`src/ild_pkg.sv`:
```
// Purpose: Shared constants, types and helpers for the indirect load unit
// Assumes: 17-bit data-space addresses, 9-bit data words
// Notes: Register offsets are byte addresses on a 32-bit Wishbone bus
`default_nettype none
package ild_pkg;

  localparam logic [7:0] OPC_LOAD_IND = 8'h82;
  localparam int unsigned OPND_MODE_BIT = 7;
  localparam int unsigned OPND_CREG_BIT = 0;
  localparam int unsigned OPND_PTR_MSB = 6;
  localparam int unsigned OPND_PTR_LSB = 1;
  localparam int unsigned PSW_NINTH_BIT = 1;

  localparam logic [7:0] REG_INSTR = 8'h00;
  localparam logic [7:0] REG_ACC = 8'h04;
  localparam logic [7:0] REG_DISP = 8'h08;
  localparam logic [7:0] REG_PSW = 8'h0C;
  localparam logic [7:0] REG_PC = 8'h10;
  localparam logic [7:0] REG_STATUS = 8'h14;

  localparam int unsigned ST_BUSY = 0;
  localparam int unsigned ST_ILLEGAL = 1;
  localparam int unsigned ST_FORM_LSB = 2;
  localparam int unsigned ST_MCYCLE_LSB = 4;

  localparam logic [7:0] ACC_RST = 8'h00;
  localparam logic [7:0] DISP_RST = 8'h00;
  localparam logic [7:0] PSW_RST = 8'h00;
  localparam logic [16:0] PC_RST = 17'h00000;
  localparam logic [15:0] INSTR_RST = 16'h0000;
  localparam logic [16:0] PC_STEP = 17'h00002;
  localparam logic [1:0] MCYCLE_PTR = 2'h1;
  localparam logic [1:0] MCYCLE_DATA = 2'h2;

  typedef enum logic [1:0] {
    FORM_PTR = 2'h0,
    FORM_PTR_DISP = 2'h1,
    FORM_OFFSET = 2'h2
  } form_type;

  typedef enum logic [3:0] {
    S_IDLE = 4'b0001,
    S_PTR_LO = 4'b0010,
    S_PTR_HI = 4'b0100,
    S_DATA = 4'b1000
  } state_type;

  typedef struct packed {
    logic rd;
    logic [16:0] addr;
  } mem_req_type;

  typedef struct packed {
    logic ack;
    logic [7:0] data;
    logic bit8;
    logic has_bit8;
  } mem_rsp_type;

  typedef struct packed {
    logic legal;
    form_type form;
    logic [5:0] ptr;
    logic [6:0] off;
  } decode_type;

  function automatic logic [16:0] sext17(input logic [7:0] v);
    sext17 = {{9{v[7]}}, v};
  endfunction

  function automatic logic [16:0] ptr_addr(input logic [5:0] num,
                                          input logic hi);
    ptr_addr = {10'h000, num, hi};
  endfunction

endpackage
`default_nettype wire

```
`src/indirect_load_accumulator.sv`:
```
// Purpose: Executes the three indirect accumulator loads
// Assumes: Data space answers reads with a one-cycle ack on this clock
// Notes: Instructions are issued by writing the instruction register
//
// The Wishbone register port and the register offsets were left to the implementer.
`timescale 1ns/1ps
`default_nettype none
module indirect_load_accumulator (
  input wire logic I_CLOCK,
  input wire logic I_RST,
  input wire logic I_WB_CYC,
  input wire logic I_WB_STB,
  input wire logic I_WB_WE,
  input wire logic [7:0] I_WB_ADR,
  input wire logic [3:0] I_WB_SEL,
  input wire logic [31:0] I_WB_DAT,
  output logic [31:0] O_WB_DAT,
  output logic O_WB_ACK,
  output var ild_pkg::mem_req_type O_MEM,
  input wire ild_pkg::mem_rsp_type I_MEM,
  output logic [7:0] O_ACC,
  output logic [7:0] O_PSW,
  output logic [16:0] O_PC,
  output logic O_DONE
);

  ild_pkg::state_type state;
  ild_pkg::form_type form;
  ild_pkg::decode_type dec;
  logic [5:0] ptr_num;
  logic [6:0] off;
  logic [7:0] ptr_lo;
  logic [16:0] ptr_val;
  logic [16:0] ptr_now;
  logic [16:0] ea;
  logic [7:0] disp;
  logic [15:0] instr;
  logic illegal;
  logic [1:0] mcycle;
  logic [31:0] rd_value;
  logic [31:0] merged;
  logic wb_hit;
  logic wr;
  logic busy;
  logic start;
  logic start_ok;
  logic finish;

  function automatic logic [31:0] lane_merge(input logic [31:0] old,
                                             input logic [31:0] wdat,
                                             input logic [3:0] sel);
    logic [31:0] res;
    res = old;
    for (int i = 0; i < 4; i++) begin
      if (sel[i]) begin
        res[8*i +: 8] = wdat[8*i +: 8];
      end
    end
    lane_merge = res;
  endfunction

  assign wb_hit = I_WB_CYC && I_WB_STB && !O_WB_ACK;
  assign wr = wb_hit && I_WB_WE;
  assign busy = (state != ild_pkg::S_IDLE);
  // Both low lanes must be written so opcode and operand arrive together
  assign start = wr && (I_WB_ADR == ild_pkg::REG_INSTR) &&
                 (I_WB_SEL[1:0] == 2'b11);
  assign start_ok = start && !busy && dec.legal;
  assign finish = (state == ild_pkg::S_DATA) && I_MEM.ack;
  assign merged = lane_merge(rd_value, I_WB_DAT, I_WB_SEL);

  // Missing ninth bit on the high byte reads as zero
  assign ptr_now = {I_MEM.has_bit8 & I_MEM.bit8, I_MEM.data, ptr_lo};

  ild_decoder u_decoder (
    .i_opcode(I_WB_DAT[15:8]),
    .i_operand(I_WB_DAT[7:0]),
    .o_dec(dec)
  );

  ild_ea u_ea (
    .i_ptr(ptr_now),
    .i_form(form),
    .i_disp(disp),
    .i_off(off),
    .o_ea(ea)
  );

  always_comb begin
    case (I_WB_ADR)
      ild_pkg::REG_INSTR: rd_value = {16'h0000, instr};
      ild_pkg::REG_ACC: rd_value = {24'h000000, O_ACC};
      ild_pkg::REG_DISP: rd_value = {24'h000000, disp};
      ild_pkg::REG_PSW: rd_value = {24'h000000, O_PSW};
      ild_pkg::REG_PC: rd_value = {15'h0000, O_PC};
      ild_pkg::REG_STATUS: rd_value = {26'h0000000, mcycle, form, illegal,
                                       busy};
      default: rd_value = 32'h00000000;
    endcase
  end

  // Bus slave: ack one cycle after the request, dropped the cycle after
  always_ff @(posedge I_CLOCK or posedge I_RST) begin
    if (I_RST) begin
      O_WB_ACK <= 1'b0;
      O_WB_DAT <= 32'h00000000;
    end else begin
      O_WB_ACK <= wb_hit;
      if (wb_hit && !I_WB_WE) begin
        O_WB_DAT <= rd_value;
      end
    end
  end

  // Sequencer: pointer fetch is the first machine cycle, data the second
  always_ff @(posedge I_CLOCK or posedge I_RST) begin
    if (I_RST) begin
      state <= ild_pkg::S_IDLE;
      O_MEM <= '0;
      form <= ild_pkg::FORM_PTR;
      ptr_num <= 6'h00;
      off <= 7'h00;
      ptr_lo <= 8'h00;
      ptr_val <= 17'h00000;
      mcycle <= 2'h0;
      O_DONE <= 1'b0;
    end else begin
      O_DONE <= 1'b0;
      case (state)
        ild_pkg::S_IDLE: begin
          if (start_ok) begin
            form <= dec.form;
            ptr_num <= dec.ptr;
            off <= dec.off;
            O_MEM.rd <= 1'b1;
            O_MEM.addr <= ild_pkg::ptr_addr(dec.ptr, 1'b0);
            mcycle <= ild_pkg::MCYCLE_PTR;
            state <= ild_pkg::S_PTR_LO;
          end
        end
        ild_pkg::S_PTR_LO: begin
          if (I_MEM.ack) begin
            ptr_lo <= I_MEM.data;
            O_MEM.addr <= ild_pkg::ptr_addr(ptr_num, 1'b1);
            state <= ild_pkg::S_PTR_HI;
          end
        end
        ild_pkg::S_PTR_HI: begin
          if (I_MEM.ack) begin
            ptr_val <= ptr_now;
            O_MEM.addr <= ea;
            mcycle <= ild_pkg::MCYCLE_DATA;
            state <= ild_pkg::S_DATA;
          end
        end
        ild_pkg::S_DATA: begin
          if (I_MEM.ack) begin
            O_MEM.rd <= 1'b0;
            O_DONE <= 1'b1;
            mcycle <= 2'h0;
            state <= ild_pkg::S_IDLE;
          end
        end
        default: begin
          O_MEM.rd <= 1'b0;
          state <= ild_pkg::S_IDLE;
        end
      endcase
    end
  end

  // Architectural registers; software writes are refused while busy
  always_ff @(posedge I_CLOCK or posedge I_RST) begin
    if (I_RST) begin
      O_ACC <= ild_pkg::ACC_RST;
      O_PSW <= ild_pkg::PSW_RST;
      O_PC <= ild_pkg::PC_RST;
      disp <= ild_pkg::DISP_RST;
    end else if (finish) begin
      O_ACC <= I_MEM.data;
      if (I_MEM.has_bit8) begin
        O_PSW[ild_pkg::PSW_NINTH_BIT] <= I_MEM.bit8;
      end
      O_PC <= O_PC + ild_pkg::PC_STEP;
    end else if (wr && !busy) begin
      case (I_WB_ADR)
        ild_pkg::REG_ACC: O_ACC <= merged[7:0];
        ild_pkg::REG_DISP: disp <= merged[7:0];
        ild_pkg::REG_PSW: O_PSW <= merged[7:0];
        ild_pkg::REG_PC: O_PC <= merged[16:0];
        default: O_ACC <= O_ACC;
      endcase
    end
  end

  // Instruction latch and sticky illegal-opcode flag
  always_ff @(posedge I_CLOCK or posedge I_RST) begin
    if (I_RST) begin
      instr <= ild_pkg::INSTR_RST;
      illegal <= 1'b0;
    end else begin
      if (start && !busy) begin
        instr <= I_WB_DAT[15:0];
      end
      // A fresh illegal opcode outranks a same-cycle clear
      if (start && !busy && !dec.legal) begin
        illegal <= 1'b1;
      end else if (wr && I_WB_ADR == ild_pkg::REG_STATUS && I_WB_SEL[0] &&
                   I_WB_DAT[ild_pkg::ST_ILLEGAL]) begin
        illegal <= 1'b0;
      end
    end
  end
endmodule
`default_nettype wire

```
`src/ild_decoder.sv`:
```
// Purpose: Splits the two instruction bytes into form, pointer and offset
// Assumes: Only the indirect accumulator loads are recognised here
// Notes: Purely combinational
`timescale 1ns/1ps
`default_nettype none
module ild_decoder (
  input wire logic [7:0] i_opcode,
  input wire logic [7:0] i_operand,
  output var ild_pkg::decode_type o_dec
);
  always_comb begin
    o_dec.legal = (i_opcode == ild_pkg::OPC_LOAD_IND);
    o_dec.off = i_operand[6:0];
    if (i_operand[ild_pkg::OPND_MODE_BIT]) begin
      // Offset form always works from pointer pair zero
      o_dec.form = ild_pkg::FORM_OFFSET;
      o_dec.ptr = 6'h00;
    end else begin
      // Bit 0 picks plain pointer or pointer plus displacement
      o_dec.form = i_operand[ild_pkg::OPND_CREG_BIT] ?
                   ild_pkg::FORM_PTR_DISP : ild_pkg::FORM_PTR;
      o_dec.ptr = i_operand[ild_pkg::OPND_PTR_MSB:ild_pkg::OPND_PTR_LSB];
    end
  end
endmodule
`default_nettype wire

```
`src/ild_ea.sv`:
```
// Purpose: Effective address of an indirect load
// Assumes: Pointer already assembled as 17 bits
// Notes: Sums wrap modulo 2^17
`timescale 1ns/1ps
`default_nettype none
module ild_ea (
  input wire logic [16:0] i_ptr,
  input wire ild_pkg::form_type i_form,
  input wire logic [7:0] i_disp,
  input wire logic [6:0] i_off,
  output logic [16:0] o_ea
);
  always_comb begin
    case (i_form)
      ild_pkg::FORM_PTR: o_ea = i_ptr;
      // Displacement is signed, -128..127
      ild_pkg::FORM_PTR_DISP: o_ea = i_ptr + ild_pkg::sext17(i_disp);
      // Offset is signed, -64..63
      ild_pkg::FORM_OFFSET: o_ea = i_ptr + ild_pkg::sext17({i_off[6], i_off});
      default: o_ea = i_ptr;
    endcase
  end
endmodule
`default_nettype wire

```
`config.mk`:
```
export PLATFORM = sky130hd
export DESIGN_NAME = indirect_load_accumulator
export DESIGN_NICKNAME = d
export VERILOG_FILES = /design/src/ild_pkg.sv /design/src/indirect_load_accumulator.sv /design/src/ild_decoder.sv /design/src/ild_ea.sv
export SDC_FILE = /design/constraint.sdc
export NUM_CORES = 1
export LEC_CHECK = 0
export ABC_AREA = 1
export BUFFER_PORTS_ARGS = -buffer_cell sky130_fd_sc_hd__buf_2
export CAP_MARGIN = 10
export CORE_UTILIZATION = 30
export CTS_CLUSTER_SIZE = 12
export DETAILED_ROUTE_END_ITERATION = 8
export PLACE_DENSITY_LB_ADDON = 0.1
export SYNTH_ARGS = -nofsm -noshare
export SYNTH_HDL_FRONTEND = slang
export SYNTH_SLANG_ARGS = --single-unit
```
`constraint.sdc`:
```
create_clock -name I_CLOCK -period 5.82 [get_ports I_CLOCK]
set_input_delay 0.582 -clock I_CLOCK [delete_from_list [all_inputs] [get_ports I_CLOCK]]
set_output_delay 0.582 -clock I_CLOCK [all_outputs]
set_load 0.005 [all_outputs]
```
# == Word-level counts from Yosys, hierarchy flattened ==
# Cells that the tools add are included.
# totals
regBits,139
input_bits,60
output_inout_bits,85
wordCells,117
# classes
addsub,3
eq_ne,19
mux,36
n_bitwise,3
reduce_logical,38
# op_table
operator,n
$pmux 17 s6,1
$mux 17,5
$pmux 17 s3,1
$mux 8,6
$add 17x17->17,2
$pmux 17 s2,1
$mux 18,1
$add 17x2->17 const B,1
$eq 8x4->1 const B,2
$eq 8x5->1 const B,2
$mux 4,4
$pmux 4 s4,1
$logic_and 1x1->1,14
$reduce_and 3->1,4
$reduce_and 4->1,3
$mux 2,5
$ne 2x2->1 const B,5
$reduce_bool 2->1,5
$mux 1,9
$eq 8x3->1 const B,1
$eq 8x8->1 const B,1
$logic_not 8->1,1
$reduce_and 2->1,4
$pmux 2 s3,1
other kinds (13),19

# == Depth between registers and ports, before layout ==
# depth
ltp_word,9
depth_mapped,21
ltp_nobuf,20

# == Modules after synthesis ==
# A second synthesis with hierarchy kept.
# hier_totals
hier_cells,1132
hier_area_um2,8147.8
# by_module_without_submodules
module,n_inst,cells_each,area_per_inst_um2,seq_area_each_um2
indirect_load_accumulator,1,824,6611.3,3104.2
ild_ea,1,277,1390.1,0.0
ild_decoder,1,31,146.4,0.0

# == Worst setup path after synthesis ==
# Ideal clock, no wire load.
# synth_timing
path_kind,register to register
start,register form[0]
end,register O_MEM[16] (netlist name)
setup_time_ns,0.117
arrival_time_ns,2.316
path_slack_ns,3.387
stages_incl_launch_ff,21
synth_period_minus_slack_ns,2.433
path_cell_list,dfrtp_1 -> inv_1 -> ha_1 -> clkbuf_1 -> nand2_1 -> nand2_1 -> ha_1 -> inv_1 -> fa_1 -> inv_1 -> nand3_1 -> nand2_1 -> nand2_1 -> nand2_1 -> nand2_1 -> nand2_1 -> nand2_1 -> nand2_1 -> nand2_1 -> nand3_1 -> nand2_1
# synth_between
elab_chain_cells,4
elab_cells_between_ends,5
cone_classes,2 x eq/ne; 3 x mux
# synth_lines
item,line_no,source
start: declaration,indirect_load_accumulator.sv:28,ild_pkg::form_type form;
start signal: assignment,indirect_load_accumulator.sv:120,form <= ild_pkg::FORM_PTR;
start signal: assignment,indirect_load_accumulator.sv:132,form <= dec.form;
$eq 2x2->1 / $eq 2x1->1 (equally long branches),ild_ea.sv:14,case (i_form)
$pmux 17 s2 (*),ild_ea.sv:14,
$mux 17 (*),indirect_load_accumulator.sv:149,if (I_MEM.ack) begin
$pmux 17 s3 (*),indirect_load_accumulator.sv:129,case (state)
end: declaration,indirect_load_accumulator.sv:19,"output var ild_pkg::mem_req_type O_MEM,"
# Mark *: on every way between the ends. The rest lies on a longest branch, timed or not. The select of a mux whose other input is x is not followed.
# A chain may end at the register's enable or synchronous reset.

# == Worst setup path in the final report ==
# layout_timing
start,register form[0]
end,register O_MEM[13] (netlist name)
# The elaborated chain is that of the path after synthesis.

==> flow_summary.toml <==
[setup_path]
worstReg2RegEnd = "O_MEM[13]"
path_max_fanout = 12
r2r_setup_slack_ns = 2.75
crit_path_start_kind = "flop"
arrival_ns = 3.37
path_class = "flop to flop"
required_ns = 6.12
timing.rr.start = "form[0]"
rr_worst_depth = 16
cp-end-kind = "flop"

[timing]
setup_viol = 0
tns_ns = 0
slew_viol_final = 0
skew_ns = 0.0113
period_minus_slack_ns = 3.07
grt_setup_unrepaired = "no"
max_freq_ghz = 0.326
hold_viol = 0
fin_crit_sh_pct = 52.7
worst_pin_slew_ns = 0.950
relSlewSlack_pct = 36.7

[drt]
routed_wl_um = 26700
routedWlPerCell_um = 17.0
via_per_inst = 4.79
first_pass_iters = 5
drt_iter0_drc = 561
ant_nets = 0
num_vias = 7512
drc = 0

[placement]
hpwl_um = 20400
placement.io_buffers = 113
routabilityCongestion = 0.851

[finish]
multi_input_area_mm2 = 0.00398
utilization_pct = 36.0
n_antenna_cell = 0
fillCellCount = 2793
seqCellArea_mm2 = 0.00310
area_growth_pct = 17.0
layout.nets = 1306
layout-drive-gt1-share_pct = 15.1

[outcome]
status = "finished clean"

[synthesis]
synth_seq_cells = 124
netlist_instances = 1121
ys_seq_area_share_pct = 39.7
yosysWarnings = 0
syn-cell-area_mm2 = 0.00782
avgSynthCellArea_um2 = 6.98
ys_types = 43

[grt]
grt_max_degree = 75
grtUsageTotal_pct = 20.6
grt_pass1_wl_um = 41300
antenna_found_initial = 0
overflow = 0
first_global_vias = 7065

[floorplanning]
die_area_mm2 = 0.0267
initial_core_util_pct = 30.8
die_w_um = 163
ios = 145
core_mm2 = 0.0254
die_h_um = 163
num_rows = 58

[clock_tree]
ctsHoldBuffers = 0
cts_buffer_depth = 2
clk_latency_ns = 0.43
cts_made_buffers = 17
cts_resized = 0
post_cts_buffers = 0
ctsRootBufferMaster = "clkbuf_16"
h-tree-depth = 4
path_clk_slew_ns = 0.06
numClockSinks = 124
cts_tree = "yes"

[power_and_ir_drop]
ir_drop_uv = 175
p_leak_nw = 5.04
power_density_mw_per_mm2 = 252

[run]
drv_cap = 0

[worst_hold_path]
holdCritPathClass = "input port to async pin"
==> critical path: stages (launching register included) <==
cell and delay, ns:
dfrtp_1 0.40, inv_1 0.09, ha_1 0.40, nand2_1 0.15, o21ai_0 0.13, inv_1 0.24
ha_1 0.41, nand2_1 0.13, inv_1 0.05, a21oi_1 0.30, inv_1 0.08, a21oi_1 0.17
nand2_1 0.07, nand2_1 0.06, nand3_1 0.06, nand2_1 0.15, nand2_1 0.07
==> worst max-delay path by stage <==
| stage | depth (start not counted) | slack (ns) | startpoint | end |
|---|---|---|---|---|
| floorplan | 1 | 1.94 | I_RST | O_ACC[0] |
| global placement | 8 | 2.70 | I_WB_ADR[1] | ptr_num[5] |
| detailed placement | 8 | 2.70 | I_WB_ADR[1] | ptr_num[4] |
| CTS | 16 | 2.77 | form[0] | O_MEM[13] |
| global route | 16 | 2.41 | form[0] | O_MEM[14] |
| finish | 16 | 2.75 | form[0] | O_MEM[13] |
==> sequential cells by signal, summed over array words and instances, names as in the netlist, 2 cells and up <==
signal / count
O_WB_DAT: 17
instr: 16
O_PSW: 8
ptr_lo: 8
form: 2
ptr_num: 6
state: 4
O_ACC: 8
disp: 8
O_MEM: 18
mcycle: 2
O_PC: 17
off: 7
==> cell families (layout without fill, tap and decap cells) <==
| family | Yosys count | count (layout) | synth area share [%] |
|---|---|---|---|
| DFF | 124 | 124 | 39.7 |
| buffers and inverters | 184 | 287 | 10.2 |
| adders and majority gates | 20 | 20 | 3.29 |
| muxes | 5 | 5 | 0.720 |
| AOI/OAI and AO/OA | 152 | 152 | 10.7 |
| other | 1 | 15 | 0.0479 |
| xor gates and xnor gates | 2 | 2 | 0.224 |
| and+or+nand+nor | 633 | 633 | 35.1 |
==> metrics by stage <==
step                total power, mW  hold slack [ns]  setup slack (ns)  cells  instance area, um2
floorplan                      1.19            0.442              1.94   1135                7880
global placement               1.30            0.457              2.70   1537                8600
detailed placement             1.31            0.459              2.70   1537                8600
CTS                            2.34            0.397              2.77   1568                9160
global route                   2.42            0.420              2.41   1568                9160
finish                         2.31            0.390              2.75   1568                9160
==> where the power goes <==
group / leakage [nW] / switching, mW / internal, mW
clock network: 0.273 / 0.418 / 0.607
registers: 1.65 / 0.0368 / 0.909
logic: 3.11 / 0.231 / 0.109
==> layer usage <==
layer / share of wire (%) / track usage, %
met1: 51 / 30.4
met2: 45 / 31.2
met3: 3.5 / 3.07
met4: 1.0 / 4.80
met5: 0 / 0
==> synthesized netlist by cell type, drive strengths merged <==
cell type,n,share of area [%]
fa,1,0.26
ha,19,3.0
dfstp,1,0.34
a21oi,32,2.2
o21bai,3,0.29
o21a,1,0.096
nand4,12,1.0
nand3,110,7.5
o211ai,3,0.29
o31ai,3,0.29
nand2,399,20
dfrtp,123,39
a31oi,8,0.64
nand3b,2,0.19
and2,2,0.16
o21ai,95,6.4
buf,33,2.9
mux2,5,0.72
nor3,10,0.77
a22o,1,0.11
nor2,98,5.9
o22ai,6,0.48
xor2,2,0.22
conb,1,0.048
inv,142,6.8
clkbuf,9,0.43
==> area by class of cell <==
class	count	area share, %
multi-input cells	827	43.4
flip-flops and latches	124	33.9
repair buffers	114	6.26
inverters	142	5.85
clock buffers	21	5.03
well taps	330	4.51
clock inverters	10	1.01
==> cells in the final DEF (no fill, tap or decap), drive strengths merged, types with 15 or more instances in the layout <==
cell type  Yosys  layout
nor2          98      98
o21ai         95      95
conb           1      15
buf           33     114
a21oi         32      32
dfrtp        123     123
nand3        110     110
nand2        399     399
clkbuf         9      21
ha            19      19
inv          142     143
(Power assumes the default switching activity.)
